<file path="config.mk">
export PLATFORM = sky130hd
export DESIGN_NAME = nfo_otp_host
export DESIGN_NICKNAME = d
export VERILOG_FILES = /design/src/nfo_pkg.sv /design/src/nfo_otp_host.sv
export SDC_FILE = /design/constraint.sdc
export NUM_CORES = 1
export LEC_CHECK = 0
export BUFFER_PORTS_ARGS = -buffer_cell sky130_fd_sc_hd__buf_2
export CAP_MARGIN = 20
export CORE_MARGIN = 2
export CORE_UTILIZATION = 58
export CTS_BUF_LIST = sky130_fd_sc_hd__clkbuf_2 sky130_fd_sc_hd__clkbuf_4 sky130_fd_sc_hd__clkbuf_8
export CTS_CLUSTER_SIZE = 10
export DETAILED_ROUTE_END_ITERATION = 10
export GPL_TIMING_DRIVEN = 0
export HOLD_SLACK_MARGIN = 0.03
export PLACE_DENSITY = 0.81
export SETUP_SLACK_MARGIN = 0.05
export SYNTH_ARGS = -nofsm -noshare
export SYNTH_HDL_FRONTEND = slang
export SYNTH_SLANG_ARGS = --single-unit
</file>
<file path="constraint.sdc">
create_clock -name pclk -period 3.45 [get_ports pclk]
set_input_delay 0.5175 -clock pclk [delete_from_list [all_inputs] [get_ports pclk]]
set_output_delay 0.5175 -clock pclk [all_outputs]
set_load 0.02 [all_outputs]
</file>
<file path="src/nfo_pkg.sv">
// Purpose: constants for the host-side OTP area controller of an 8-bit NAND device
// Assumes: 125 MHz pclk, APB slave for software, NAND pins synchronous to pclk
// Notes: op codes are written to the control register to launch a pin sequence
package nfo_pkg;
  // ----------------------------------------------------------------
  // apb register map
  // ----------------------------------------------------------------
  localparam logic [7:0] REG_CTRL = 8'h00;
  localparam logic [7:0] REG_COL = 8'h04;
  localparam logic [7:0] REG_PAGE = 8'h08;
  localparam logic [7:0] REG_WDATA = 8'h0c;
  localparam logic [7:0] REG_STAT = 8'h10;
  localparam logic [7:0] REG_RDATA = 8'h14;
  localparam int STAT_ERR_BIT = 1;
  // ----------------------------------------------------------------
  // operations launched through the control register
  // ----------------------------------------------------------------
  localparam logic [3:0] OP_FEAT = 4'h0;
  localparam logic [3:0] OP_PROG = 4'h1;
  localparam logic [3:0] OP_RAND_IN = 4'h2;
  localparam logic [3:0] OP_WDATA = 4'h3;
  localparam logic [3:0] OP_CONFIRM = 4'h4;
  localparam logic [3:0] OP_READ = 4'h5;
  localparam logic [3:0] OP_RAND_OUT = 4'h6;
  localparam logic [3:0] OP_RDATA = 4'h7;
  localparam logic [3:0] OP_STATUS = 4'h8;
  // ----------------------------------------------------------------
  // nand opcodes, feature values, page range
  // ----------------------------------------------------------------
  localparam logic [7:0] NC_SET_FEAT = 8'hef;
  localparam logic [7:0] NC_FEAT_OTP = 8'h90;
  localparam logic [7:0] NC_READ1 = 8'h00;
  localparam logic [7:0] NC_READ2 = 8'h30;
  localparam logic [7:0] NC_PROG1 = 8'h80;
  localparam logic [7:0] NC_PROG2 = 8'h10;
  localparam logic [7:0] NC_RAND_IN = 8'h85;
  localparam logic [7:0] NC_RAND_OUT1 = 8'h05;
  localparam logic [7:0] NC_RAND_OUT2 = 8'he0;
  localparam logic [7:0] NC_STATUS = 8'h70;
  localparam logic [7:0] P1_EXIT = 8'h00;
  localparam logic [7:0] P1_OTP = 8'h01;
  localparam logic [7:0] P1_PROTECT = 8'h03;
  localparam logic [7:0] OTP_PAGE_MIN = 8'h02;
  localparam logic [7:0] OTP_PAGE_MAX = 8'h31;
  localparam logic [2:0] MAX_PARTIAL = 3'h4;
  // ----------------------------------------------------------------
  // step kinds of a pin sequence
  // ----------------------------------------------------------------
  localparam logic [2:0] K_CMD = 3'h0;
  localparam logic [2:0] K_ADDR = 3'h1;
  localparam logic [2:0] K_DIN = 3'h2;
  localparam logic [2:0] K_DOUT = 3'h3;
  localparam logic [2:0] K_WAIT = 3'h4;
  localparam logic [2:0] K_END = 3'h5;
  // ----------------------------------------------------------------
  // timing
  // ----------------------------------------------------------------
  localparam int CLK_NS = 8;
  localparam int T_WP_NS = 15;
  localparam int T_WH_NS = 10;
  localparam int T_RP_NS = 15;
  localparam int T_REH_NS = 10;
  localparam int T_WB_NS = 100;
  localparam logic [3:0] CYC_WP = 4'((T_WP_NS + CLK_NS - 1) / CLK_NS);
  localparam logic [3:0] CYC_WH = 4'((T_WH_NS + CLK_NS - 1) / CLK_NS);
  localparam logic [3:0] CYC_RP = 4'((T_RP_NS + CLK_NS - 1) / CLK_NS);
  localparam logic [3:0] CYC_REH = 4'((T_REH_NS + CLK_NS - 1) / CLK_NS);
  localparam logic [3:0] CYC_WB = 4'((T_WB_NS + CLK_NS - 1) / CLK_NS);

  typedef enum logic [2:0] {ST_IDLE, ST_STEP, ST_LO, ST_HI, ST_WB, ST_RDY} nfo_state_e;
endpackage
</file>
<file path="src/nfo_otp_host.sv">
// Purpose: host controller that drives OTP read, program and protect sequences on NAND pins
// Assumes: software launches one operation at a time via apb; pins sampled on pclk
// Notes: pready is always high; prdata is captured in the setup cycle
//
// Decided for this implementation: the register offsets and the APB slave port.
`timescale 1ns/100ps
module nfo_otp_host
  import nfo_pkg::*;
(
  input wire logic pclk,
  input wire logic presetn,
  input wire logic psel,
  input wire logic penable,
  input wire logic pwrite,
  input wire logic [7:0] paddr,
  input wire logic [31:0] pwdata,
  output logic [31:0] prdata,
  output logic pready,
  output logic pslverr,
  output logic nand_ce_n,
  output logic nand_cle,
  output logic nand_ale,
  output logic nand_we_n,
  output logic read_enable_n,
  output logic [7:0] nand_io_out,
  output logic nand_io_oe,
  input wire logic [7:0] nand_io_in,
  input wire logic ready_busy_n
);
  import nfo_pkg::*;

  nfo_state_e st_ff, nxt_st;
  logic [3:0] op_ff, idx_ff, cnt_ff;
  logic [7:0] param_ff, page_ff, wdata_ff, rdata_ff, status_ff, last_page_ff, part_page_ff;
  logic [12:0] col_ff;
  logic [2:0] part_cnt_ff;
  logic err_ff, fail_ff, otp_ff, prot_ff, protected_ff;
  logic ce_n_ff, cle_ff, ale_ff, we_n_ff, re_n_ff, io_oe_ff;
  logic [7:0] io_out_ff;
  logic [31:0] prdata_ff;

  // ----------------------------------------------------------------
  // step table: kind and byte of each pin cycle
  // ----------------------------------------------------------------
  function automatic logic [10:0] step_fn(input logic [3:0] op, input logic [3:0] i,
                                          input logic [7:0] p1, input logic [12:0] col,
                                          input logic [7:0] pg, input logic [7:0] wd);
    logic [7:0] c0;
    logic [7:0] c1;
    logic [10:0] r;
    c0 = col[7:0];
    c1 = {3'h0, col[12:8]};
    r = {K_END, 8'h00};
    case (op)
      OP_FEAT: begin
        case (i)
          4'h0: r = {K_CMD, NC_SET_FEAT};
          4'h1: r = {K_ADDR, NC_FEAT_OTP};
          4'h2: r = {K_DIN, p1};
          4'h3, 4'h4, 4'h5: r = {K_DIN, 8'h00};
          4'h6: r = {K_WAIT, 8'h00};
          default: r = {K_END, 8'h00};
        endcase
      end
      OP_PROG, OP_READ: begin
        case (i)
          4'h0: r = {K_CMD, (op == OP_PROG) ? NC_PROG1 : NC_READ1};
          4'h1: r = {K_ADDR, c0};
          4'h2: r = {K_ADDR, c1};
          4'h3: r = {K_ADDR, pg};
          4'h4, 4'h5: r = {K_ADDR, 8'h00};
          4'h6: r = (op == OP_READ) ? {K_CMD, NC_READ2} : {K_END, 8'h00};
          4'h7: r = (op == OP_READ) ? {K_WAIT, 8'h00} : {K_END, 8'h00};
          default: r = {K_END, 8'h00};
        endcase
      end
      OP_RAND_IN, OP_RAND_OUT: begin
        case (i)
          4'h0: r = {K_CMD, (op == OP_RAND_IN) ? NC_RAND_IN : NC_RAND_OUT1};
          4'h1: r = {K_ADDR, c0};
          4'h2: r = {K_ADDR, c1};
          4'h3: r = (op == OP_RAND_OUT) ? {K_CMD, NC_RAND_OUT2} : {K_END, 8'h00};
          default: r = {K_END, 8'h00};
        endcase
      end
      OP_WDATA: r = (i == 4'h0) ? {K_DIN, wd} : {K_END, 8'h00};
      OP_RDATA: r = (i == 4'h0) ? {K_DOUT, 8'h00} : {K_END, 8'h00};
      OP_STATUS: begin
        case (i)
          4'h0: r = {K_CMD, NC_STATUS};
          4'h1: r = {K_DOUT, 8'h00};
          default: r = {K_END, 8'h00};
        endcase
      end
      OP_CONFIRM: begin
        case (i)
          4'h0: r = {K_CMD, NC_PROG2};
          4'h1: r = {K_WAIT, 8'h00};
          4'h2: r = {K_CMD, NC_STATUS};
          4'h3: r = {K_DOUT, 8'h00};
          default: r = {K_END, 8'h00};
        endcase
      end
      default: r = {K_END, 8'h00};
    endcase
    return r;
  endfunction

  // ----------------------------------------------------------------
  // apb decode and launch checks
  // ----------------------------------------------------------------
  wire busy = (st_ff != ST_IDLE);
  wire apb_wr = psel && penable && pwrite;
  wire hit_ctrl = (paddr == REG_CTRL);
  wire mapped = hit_ctrl || (paddr == REG_COL) || (paddr == REG_PAGE) ||
                (paddr == REG_WDATA) || (paddr == REG_STAT) || (paddr == REG_RDATA);
  wire launch_req = apb_wr && hit_ctrl && !busy;
  wire [3:0] req_op = pwdata[3:0];
  wire [7:0] req_p1 = pwdata[15:8];
  wire page_in_range = (page_ff >= OTP_PAGE_MIN) && (page_ff <= OTP_PAGE_MAX);
  wire bad_range = otp_ff && (req_op == OP_PROG || req_op == OP_READ) && !page_in_range;
  wire bad_order = otp_ff && (req_op == OP_PROG) && (page_ff < last_page_ff);
  wire bad_part = otp_ff && (req_op == OP_PROG) && (page_ff == part_page_ff) &&
                  (part_cnt_ff == MAX_PARTIAL);
  wire bad_prot = prot_ff && ((req_op == OP_PROG && (page_ff != 8'h00 || col_ff != 13'h0)) ||
                  (req_op == OP_WDATA && wdata_ff != 8'h00));
  wire bad_op = (req_op > OP_STATUS);
  wire reject = launch_req && (bad_range || bad_order || bad_part || bad_prot || bad_op);
  wire launch = launch_req && !reject;
  wire [10:0] step = step_fn(op_ff, idx_ff, param_ff, col_ff, page_ff, wdata_ff);
  wire [2:0] kind = step[10:8];
  wire is_dout = (kind == K_DOUT);
  wire phase_end = (cnt_ff == 4'h1);
  wire done = (st_ff == ST_STEP) && (kind == K_END);
  wire err_clr = apb_wr && (paddr == REG_STAT) && pwdata[STAT_ERR_BIT];
  wire conf_done = done && (op_ff == OP_CONFIRM);
  wire feat_done = done && (op_ff == OP_FEAT);
  wire prog_launch = launch && (req_op == OP_PROG);

  assign pready = 1'b1;
  assign pslverr = psel && penable && (!mapped || (pwrite && hit_ctrl && busy));
  assign prdata = prdata_ff;

  // ----------------------------------------------------------------
  // sequencer next state
  // ----------------------------------------------------------------
  always_comb begin
    nxt_st = st_ff;
    case (st_ff)
      ST_IDLE: if (launch) nxt_st = ST_STEP;
      ST_STEP: begin
        if (kind == K_END) nxt_st = ST_IDLE;
        else if (kind == K_WAIT) nxt_st = ST_WB;
        else nxt_st = ST_LO;
      end
      ST_LO: if (phase_end) nxt_st = ST_HI;
      ST_HI: if (phase_end) nxt_st = ST_STEP;
      ST_WB: if (phase_end) nxt_st = ST_RDY;
      ST_RDY: if (ready_busy_n) nxt_st = ST_STEP;
      default: nxt_st = ST_IDLE;
    endcase
  end

  always_ff @(posedge pclk or negedge presetn) begin
    if (!presetn) begin
      st_ff <= ST_IDLE;
      idx_ff <= 4'h0;
      cnt_ff <= 4'h0;
    end else begin
      st_ff <= nxt_st;
      if (launch) idx_ff <= 4'h0;
      else if ((st_ff == ST_HI || st_ff == ST_RDY) && nxt_st == ST_STEP) idx_ff <= idx_ff + 4'h1;
      if (st_ff == ST_STEP && kind == K_WAIT) cnt_ff <= CYC_WB;
      else if (st_ff == ST_STEP) cnt_ff <= is_dout ? CYC_RP : CYC_WP;
      else if (st_ff == ST_LO && phase_end) cnt_ff <= is_dout ? CYC_REH : CYC_WH;
      else if (cnt_ff != 4'h0) cnt_ff <= cnt_ff - 4'h1;
    end
  end

  // ----------------------------------------------------------------
  // pin drivers
  // ----------------------------------------------------------------
  always_ff @(posedge pclk or negedge presetn) begin
    if (!presetn) begin
      ce_n_ff <= 1'b1;
      cle_ff <= 1'b0;
      ale_ff <= 1'b0;
      we_n_ff <= 1'b1;
      re_n_ff <= 1'b1;
      io_oe_ff <= 1'b0;
      io_out_ff <= 8'h00;
    end else begin
      ce_n_ff <= (nxt_st == ST_IDLE);
      if (st_ff == ST_STEP && kind <= K_DOUT) begin
        // commands and addresses no cache read opcode
        cle_ff <= (kind == K_CMD);
        ale_ff <= (kind == K_ADDR);
        io_out_ff <= step[7:0];
        io_oe_ff <= !is_dout;
        we_n_ff <= is_dout;
        re_n_ff <= !is_dout;
      end else if (st_ff == ST_LO && phase_end) begin
        we_n_ff <= 1'b1;
        re_n_ff <= 1'b1;
      end else if (nxt_st == ST_IDLE) begin
        cle_ff <= 1'b0;
        ale_ff <= 1'b0;
        io_oe_ff <= 1'b0;
      end
    end
  end

  assign nand_ce_n = ce_n_ff;
  assign nand_cle = cle_ff;
  assign nand_ale = ale_ff;
  assign nand_we_n = we_n_ff;
  assign read_enable_n = re_n_ff;
  assign nand_io_out = io_out_ff;
  assign nand_io_oe = io_oe_ff;

  // ----------------------------------------------------------------
  // software registers and mode tracking
  // ----------------------------------------------------------------
  always_ff @(posedge pclk or negedge presetn) begin
    if (!presetn) begin
      op_ff <= OP_FEAT;
      param_ff <= 8'h00;
      col_ff <= 13'h0;
      page_ff <= 8'h00;
      wdata_ff <= 8'h00;
      rdata_ff <= 8'h00;
      status_ff <= 8'h00;
      err_ff <= 1'b0;
      fail_ff <= 1'b0;
      prdata_ff <= 32'h0;
    end else begin
      if (launch) op_ff <= req_op;
      if (launch) param_ff <= req_p1;
      if (apb_wr && paddr == REG_COL && !busy) col_ff <= pwdata[12:0];
      if (apb_wr && paddr == REG_PAGE && !busy) page_ff <= pwdata[7:0];
      if (apb_wr && paddr == REG_WDATA && !busy) wdata_ff <= pwdata[7:0];
      if (st_ff == ST_LO && phase_end && is_dout) begin
        // one byte per read_enable_n pulse
        if (op_ff == OP_STATUS || op_ff == OP_CONFIRM) status_ff <= nand_io_in;
        else rdata_ff <= nand_io_in;
      end
      if (reject) err_ff <= 1'b1;
      else if (err_clr) err_ff <= 1'b0;
      if (conf_done) fail_ff <= status_ff[0];
      if (psel && !penable) begin
        case (paddr)
          REG_CTRL: prdata_ff <= {20'h0, param_ff, op_ff};
          REG_COL: prdata_ff <= {19'h0, col_ff};
          REG_PAGE: prdata_ff <= {24'h0, page_ff};
          REG_WDATA: prdata_ff <= {24'h0, wdata_ff};
          REG_STAT: prdata_ff <= {13'h0, part_cnt_ff, status_ff, 2'h0, protected_ff, fail_ff,
                                  prot_ff, otp_ff, err_ff, busy};
          REG_RDATA: prdata_ff <= {24'h0, rdata_ff};
          default: prdata_ff <= 32'h0;
        endcase
      end
    end
  end

  always_ff @(posedge pclk or negedge presetn) begin
    if (!presetn) begin
      otp_ff <= 1'b0;
      prot_ff <= 1'b0;
      protected_ff <= 1'b0;
      last_page_ff <= 8'h00;
      part_page_ff <= 8'h00;
      part_cnt_ff <= 3'h0;
    end else begin
      if (feat_done) begin
        otp_ff <= (param_ff == P1_OTP);
        prot_ff <= (param_ff == P1_PROTECT);
      end
      // protection is permanent
      if (conf_done && prot_ff && !status_ff[0]) protected_ff <= 1'b1;
      if (prog_launch && otp_ff) begin
        // ascending order and partial count
        last_page_ff <= page_ff;
        if (page_ff != part_page_ff) part_page_ff <= page_ff;
        if (page_ff != part_page_ff) part_cnt_ff <= 3'h1;
        else part_cnt_ff <= part_cnt_ff + 3'h1;
      end
    end
  end

  // ----------------------------------------------------------------
  // assertions
  // ----------------------------------------------------------------
  AST_RANGE: assert property (@(posedge pclk) disable iff (!presetn)
    launch_req && otp_ff && (req_op == OP_PROG || req_op == OP_READ) &&
    (page_ff < OTP_PAGE_MIN || page_ff > OTP_PAGE_MAX) |=> err_ff && !busy)
    else $error("out of range otp page was launched");
  AST_ORDER: assert property (@(posedge pclk) disable iff (!presetn)
    launch_req && otp_ff && req_op == OP_PROG && page_ff < last_page_ff |=> err_ff && !busy)
    else $error("descending otp program was launched");
  AST_PARTIAL: assert property (@(posedge pclk) disable iff (!presetn)
    part_cnt_ff <= MAX_PARTIAL)
    else $error("more than four partial programs counted");
  AST_PROT_ADDR: assert property (@(posedge pclk) disable iff (!presetn)
    launch && prot_ff && req_op == OP_PROG |-> page_ff == 8'h00 && col_ff == 13'h0)
    else $error("protect sequence with nonzero address");
  AST_FEAT_MODE: assert property (@(posedge pclk) disable iff (!presetn)
    feat_done && param_ff == P1_OTP |=> otp_ff && !prot_ff)
    else $error("otp mode not entered");
  AST_EXIT: assert property (@(posedge pclk) disable iff (!presetn)
    feat_done && param_ff == P1_EXIT |=> !otp_ff && !prot_ff)
    else $error("otp modes not left");
  AST_WAIT_RB: assert property (@(posedge pclk) disable iff (!presetn)
    st_ff == ST_RDY && !ready_busy_n |=> st_ff == ST_RDY && nand_we_n && read_enable_n)
    else $error("sequence moved on while device busy");
  // cycles spent so far in the busy window
  logic [3:0] wb_len_ff;
  always_ff @(posedge pclk or negedge presetn) begin
    if (!presetn) begin
      wb_len_ff <= 4'h0;
    end else begin
      wb_len_ff <= (st_ff == ST_WB) ? wb_len_ff + 4'h1 : 4'h0;
    end
  end
  AST_TWB: assert property (@(posedge pclk) disable iff (!presetn)
    st_ff == ST_WB |-> nand_we_n && (!phase_end || wb_len_ff == CYC_WB - 4'h1))
    else $error("busy wait shorter than expected");
  AST_FAIL: assert property (@(posedge pclk) disable iff (!presetn)
    conf_done |=> fail_ff == $past(status_ff[0]))
    else $error("pass fail flag not taken from status bit 0");
  AST_STROBE: assert property (@(posedge pclk) disable iff (!presetn)
    !read_enable_n |-> nand_we_n && !nand_io_oe && !nand_ce_n)
    else $error("read strobe overlaps a write");
  AST_PROT_PERM: assert property (@(posedge pclk) disable iff (!presetn)
    protected_ff || (conf_done && prot_ff && !status_ff[0]) |=> protected_ff)
    else $error("protection flag not kept");
  AST_IDLE_PINS: assert property (@(posedge pclk) disable iff (!presetn)
    !busy |-> nand_ce_n && nand_we_n && read_enable_n && !nand_io_oe)
    else $error("nand pins active while idle");
  COV_PROG: cover property (@(posedge pclk) disable iff (!presetn) conf_done && otp_ff);
  COV_PROTECT: cover property (@(posedge pclk) disable iff (!presetn) conf_done && prot_ff);
  COV_REJECT: cover property (@(posedge pclk) disable iff (!presetn) reject);
  COV_READ: cover property (@(posedge pclk) disable iff (!presetn) done && op_ff == OP_READ);
  COV_LOCKED: cover property (@(posedge pclk) disable iff (!presetn)
    conf_done && otp_ff && protected_ff);
endmodule

</file>
[After elaboration in Yosys (flattened, before gate mapping)]
Index checks and enable logic that the tools add are counted.
Storage, ports and cells
  bits in registers: 138
  input bits: 54
  output and inout bits: 48
  logic and storage cells: 200
Operators by class
  $add $sub $neg: 3
  $lt $le $gt $ge: 5
  equality and inequality tests: 40
  mux-type cells: 39
  bitwise gates (word level): 1
  reductions and logical operators: 86
Operators with widths (number)
  $pmux 11 s7: 2
  $pmux 19 s6: 1
  $pmux 11 s4: 2
  $pmux 11 s5: 1
  $mux 11: 4
  $logic_and 1x1->1: 40
  $eq 4x3->1 const B: 9
  $mux 3: 8
  $mux 4: 6
  $pmux 11 s2: 1
  $eq 4x2->1 const B: 5
  $pmux 3 s6: 1
  $eq 4x1->1 const B: 4
  $eq 8x4->1 const B: 2
  $eq 8x5->1 const B: 2
  $mux 8: 2
  $reduce_bool 8->1: 2
  $eq 3x3->1 const B: 5
  $logic_or 1x1->1: 15
  $reduce_bool 13->1: 1
  $mux 1: 10
  $eq 3x1->1 const B: 3
  $eq 3x2->1 const B: 3
  $logic_not 3->1: 3
  other kinds (26): 42

[Longest topological paths before layout]
  depth after elaboration: 17
  depth in mapped cells: 11
  gate-level depth less buffers: 9

[Worst setup path after synthesis]
Ideal clock, no wire load.
  kind: reg-to-reg
  start point: register idx_ff[0]
  end point: register rdata_ff[0]
  library setup time: 125 ps
  arrival: 2799 ps
  data required time: 3325 ps
  setup slack: 526 ps
  cell stages (with the launch flop): 11
  path buffers: 1
  period minus slack after synthesis: 2924 ps
  path through: dfrtp_1 -> inv_1 -> ha_1 -> buf_6 -> or4_4 -> a31oi_1 -> o22ai_1 -> nor4b_4 -> or3_4 -> nor3b_4 -> mux2_2
Between the ends
  longest elaborated chain between the ends: 7
  elaborated cells on any way between the ends: 21
  classes of those cells: eq/ne: 8; mux: 8; reduce/logical: 5
RTL lines
  from (decl): line nfo_otp_host.sv:33  | logic [3:0] op_ff, idx_ff, cnt_ff;
  from (signal assigned): line nfo_otp_host.sv:172  | else if ((st_ff == ST_HI || st_ff == ST_RDY) && nxt_st == ST_STEP) idx_ff <= idx_ff + 4'h1;
  $eq 4x2->1 / $eq 4x3->1 (equally long branches)
  $reduce_or 3->1 / $reduce_or 2->1 (equally long branches): line nfo_otp_host.sv:56, nfo_otp_host.sv:66
  $pmux 11 s5 / $pmux 11 s7 (equally long branches): line nfo_otp_host.sv:56, nfo_otp_host.sv:66
  $pmux 11 s7 *: line nfo_otp_host.sv:54  | case (op)
  $eq 3x2->1 *: line nfo_otp_host.sv:132  | wire is_dout = (kind == K_DOUT);
  $logic_and 1x1->1 *: line nfo_otp_host.sv:242  | if (st_ff == ST_LO && phase_end && is_dout) begin
  $reduce_and 2->1 (no line) *
  to (signal assigned): line nfo_otp_host.sv:245  | else rdata_ff <= nand_io_in;
  to (decl): line nfo_otp_host.sv:34  | logic [7:0] param_ff, page_ff, wdata_ff, rdata_ff, status_ff, last_page_ff, part_page_ff;
Mark *: on every way between the ends. The rest lies on a longest branch, timed or not.
A chain may end at the register's enable or synchronous reset.

[Worst setup path after layout]
  start point: register idx_ff[0]
  end point: register otp_ff
Between the ends
  longest elaborated chain between the ends: 7
  elaborated cells on any way between the ends: 21
  classes of those cells: eq/ne: 8; mux: 8; reduce/logical: 5
RTL lines
  $eq 4x2->1 / $eq 4x3->1 (equally long branches)
  $reduce_or 3->1 / $reduce_or 2->1 (equally long branches): line nfo_otp_host.sv:56, nfo_otp_host.sv:66
  $pmux 11 s5 / $pmux 11 s7 (equally long branches): line nfo_otp_host.sv:56, nfo_otp_host.sv:66
  $pmux 11 s7 *: line nfo_otp_host.sv:54
  $eq 3x3->1 *: line nfo_otp_host.sv:134  | wire done = (st_ff == ST_STEP) && (kind == K_END);
  $logic_and 1x1->1 *: line nfo_otp_host.sv:134
  $logic_and 1x1->1 *: line nfo_otp_host.sv:137  | wire feat_done = done && (op_ff == OP_FEAT);
  to (signal assigned): line nfo_otp_host.sv:275  | otp_ff <= (param_ff == P1_OTP);
  to (decl): line nfo_otp_host.sv:37  | logic err_ff, fail_ff, otp_ff, prot_ff, protected_ff;
Marks and branches as above.

==> impl_metrics.tcl <==
set metrics [dict create \
    cellPowerDensity_nw_per_um2 546 \
    worst_hold_slack_ps 288 \
    grt_max_degree 81 \
    wire_per_inst_um 20.1 \
    grt_pass1_vias 5997 \
    syn_avg_cell_area_sq_um 10.0 \
    multiInputGateArea_sq_um 3510 \
    tns_ps 0 \
    dr.pass1.iters 7 \
    crit_path_end_kind "register" \
    slew_viol_final 0 \
    htree_levels 4 \
    synth_top_area_share_pct 43.6 \
    period_share_pct 94.8 \
    detailed_place_hpwl_um 14100 \
    port_buffers 69 \
    clk_latency_ps 460 \
    die_w_um 114 \
    cp_max_fo 10 \
    synth_cell_types 71 \
    synth_area_sq_um 7000 \
    cts_buffers 17 \
    yosys.area_share.adder_pct 2.86 \
    power_switching_mw 1.57 \
    rows 40 \
    fin_crit_ps 3270 \
    syn_inst 699 \
    status "complete, no violations" \
    comb_power_share_pct 30.0 \
    grt_pass1_wl_um 31100 \
    vias_per_cell 6.33 \
    synthSimpleGateAreaFrac_pct 17.3 \
    final_nets 873 \
    die_h_um 114 \
    synth-seq-cells 125 \
    track_usage_pct 31.4 \
    power_mw 4.40 \
    fmax_mhz 306 \
    synth_top_area_cell "dfrtp_1" \
    p_sw_share_pct 35.6 \
    finalWeightedCongestion 0.929 \
    ios 102 \
    synth_edf_count 0 \
    clk_pin_slew_ps 70 \
    internal-power_mw 2.84 \
    synth_mux_area_share_pct 12.3 \
    start_kind "register" \
    dr_total_vias 6092 \
    synth_ff_type "dfrtp_1" \
    placed_area_sq_um 7600 \
    synthTopCellsByArea "dfrtp_1, mux2_2, nand2_1" \
    ir_drop_mv 0.397 \
    start_util_pct 58.7 \
    antenna_left 0 \
    power_frac_clock_pct 29.9 \
    diodes 0 \
    largest_reg_flops 19 \
    place_ws_ps 122 \
    setup_violations 0 \
    tightest_slew_ps 964 \
    arrival_ps 3620 \
    hold_path.class "in2reg" \
    syn2layout_area_growth_pct 15.4 \
    dieArea_sq_um 13000 \
    seqPwrFrac_pct 40.1 \
    regArea_sq_um 3130 \
    num-fill-cells 929 \
    numClockSinks 125 \
    hold_viol 0 \
    ys_async_sr_fraction_pct 100 \
    cp.required_ps 3800 \
    synth_xor_area_share_pct 1.88 \
    antenna_found_initial 0 \
    drive_gt1_share_pct 27.6 \
    fin_skew_ps 9.32 \
    final_area_sq_um 8070 \
    leakage_nw 3.95 \
    ys_seq_area_share_pct 44.8 \
    setup_slack_ps 180 \
    slew_headroom_pct 35.2 \
    yosys_warnings 0 \
    critPathKind "reg2reg" \
    drc 0 \
    clockBufferDepth 2 \
    wirelength_um 19400 \
    core_region_area_sq_um 11900 \
    synth_top_family_by_area "simple AND/OR/NAND/NOR gates" \
    synth-compound-area-share_pct 14.9 \
    drv_cap 0 \
    drtIter0Drc 635 \
    grt_setup_unrepaired "false" \
    root_buffer "clkbuf_8" \
    grt-ovfl-total 0 \
    cts_tree "built" \
]
## area by class of cell
| type | count | area share, % |
|---|---|---|
| Sequential cell | 125 | 38.8 |
| Timing Repair Buffer | 73 | 5.32 |
| Clock inverter | 15 | 2.14 |
| Multi-Input combinational cell | 505 | 43.5 |
| Clock buffer | 17 | 2.90 |
| Tap cell | 147 | 2.28 |
| Buffer | 58 | 3.97 |
| Inverter | 23 | 1.07 |
## placed cells by master (no fill, tap or decap), types with 4 or more instances in the layout
cell type,synthesis,final
dfrtp_1,122,122
nand2_1,80,80
buf_2,7,75
mux2_2,67,67
o21ai_0,54,54
nor2_1,44,44
clkbuf_1,25,25
inv_1,23,23
buf_4,21,21
nand3_1,20,20
clkbuf_8,0,17
ha_1,16,16
a22oi_1,15,15
a21oi_1,14,14
conb_1,2,14
nor4_1,12,12
xor2_1,12,12
nor3_1,11,11
a222oi_1,9,9
and2_1,8,8
o31ai_1,8,7
a221oi_1,7,7
a31oi_1,6,6
a211oi_1,6,6
nand4_1,6,6
mux2i_1,6,6
nand2b_1,5,5
a22o_1,5,5
clkinv_2,0,5
nor2b_1,4,4
o21a_1,4,4
o22ai_1,4,4
or4_1,4,4
or3_1,4,4
nor4b_1,4,4
o211ai_1,4,4
## power groups by stage
| stage | clock network, mW | registers (mW) | logic (mW) |
|---|---|---|---|
| 2_1_floorplan | 0 | 1.83 | 0.838 |
| 3_3_place_gp | 0 | 1.78 | 1.25 |
| 3_5_place_dp | 0 | 1.79 | 1.29 |
| 4_1_cts | 1.33 | 1.76 | 1.30 |
| 5_1_grt | 1.40 | 1.78 | 1.43 |
| 6_report | 1.32 | 1.76 | 1.32 |
## cell families (layout without fill, tap and decap cells)
family                     after synthesis  count (layout)
AOI/OAI and AO/OA                      155             155
DFF                                    125             125
xor gates and xnor gates                15              15
buffers and inverters                   81             186
muxes                                   75              75
and+or+nand+nor                        230             230
other                                    2              14
adders and majority gates               16              16
## critical path: stages, from the launching register on
cell	delay [ps]
dfrtp_1	440
inv_1	100
ha_1	220
buf_6	140
or4_4	540
a31oi_1	150
o22ai_1	170
nand3_1	210
nand2_1	90
nor4_1	700
mux2_2	410
## per-stage QoR
step	std cells	util, %
2_1_floorplan	711	-
3_3_place_gp	927	63.6
3_5_place_dp	928	63.8
4_1_cts	961	67.3
5_1_grt	963	67.8
6_report	963	67.8
## routing by layer
| metal | track usage (%) | share of wire (%) | vias up |
|---|---|---|---|
| met5 | 0 | 0 | - |
| met4 | 14.0 | 4.0 | 0 |
| met3 | 7.39 | 8.2 | 73 |
| met2 | 51.8 | 49 | 321 |
| met1 | 39.6 | 39 | 2961 |
| li1 | - | - | 2737 |
## worst paths after layout
kind / startpoint / end / slack [ps] / cells past startpoint
setup / recovery: idx_ff[0]$_DFFE_PN0P_ / otp_ff$_DFFE_PN0P_ / 180 / 10
hold / removal: pwdata[13] / param_ff[5]$_DFFE_PN0P_ / 290 / 2
setup reg to reg: idx_ff[0]$_DFFE_PN0P_ / otp_ff$_DFFE_PN0P_ / 180 / 10
hold reg to reg: prdata[1]$_DFFE_PN0P_ / prdata[1]$_DFFE_PN0P_ / 480 / 2
max in group asynchronous: presetn / part_page_ff[4]$_DFFE_PN0P_ / 2150 / 3
min in group asynchronous: presetn / status_ff[3]$_DFFE_PN0P_ / 570 / 2
## synthesized netlist by cell type (3+ instances only)
cell type / instances
a211oi_1: 6
a21o_1: 3
a21oi_1: 14
a221oi_1: 7
a222oi_1: 9
a22o_1: 5
a22oi_1: 15
a31oi_1: 6
and2_1: 8
and3_1: 3
buf_1: 3
buf_2: 7
buf_4: 21
clkbuf_1: 25
dfrtp_1: 122
dfstp_2: 3
ha_1: 16
inv_1: 23
mux2_2: 67
mux2i_1: 6
nand2_1: 80
nand2b_1: 5
nand3_1: 20
nand4_1: 6
nor2_1: 44
nor2b_1: 4
nor3_1: 11
nor4_1: 12
nor4b_1: 4
o211ai_1: 4
o21a_1: 4
o21ai_0: 54
o22ai_1: 4
o311a_1: 3
o31ai_1: 8
or3_1: 4
or4_1: 4
xnor2_1: 3
xor2_1: 12
## timing repair
action,in CTS,in global routing
gates resized for setup,0,2
setup endpoints to repair,0,16
setup buffers,0,2
endpoints found under the hold margin,42,0
hold buffers,1,0
No activity file was read; power rests on OpenSTA's default activity.
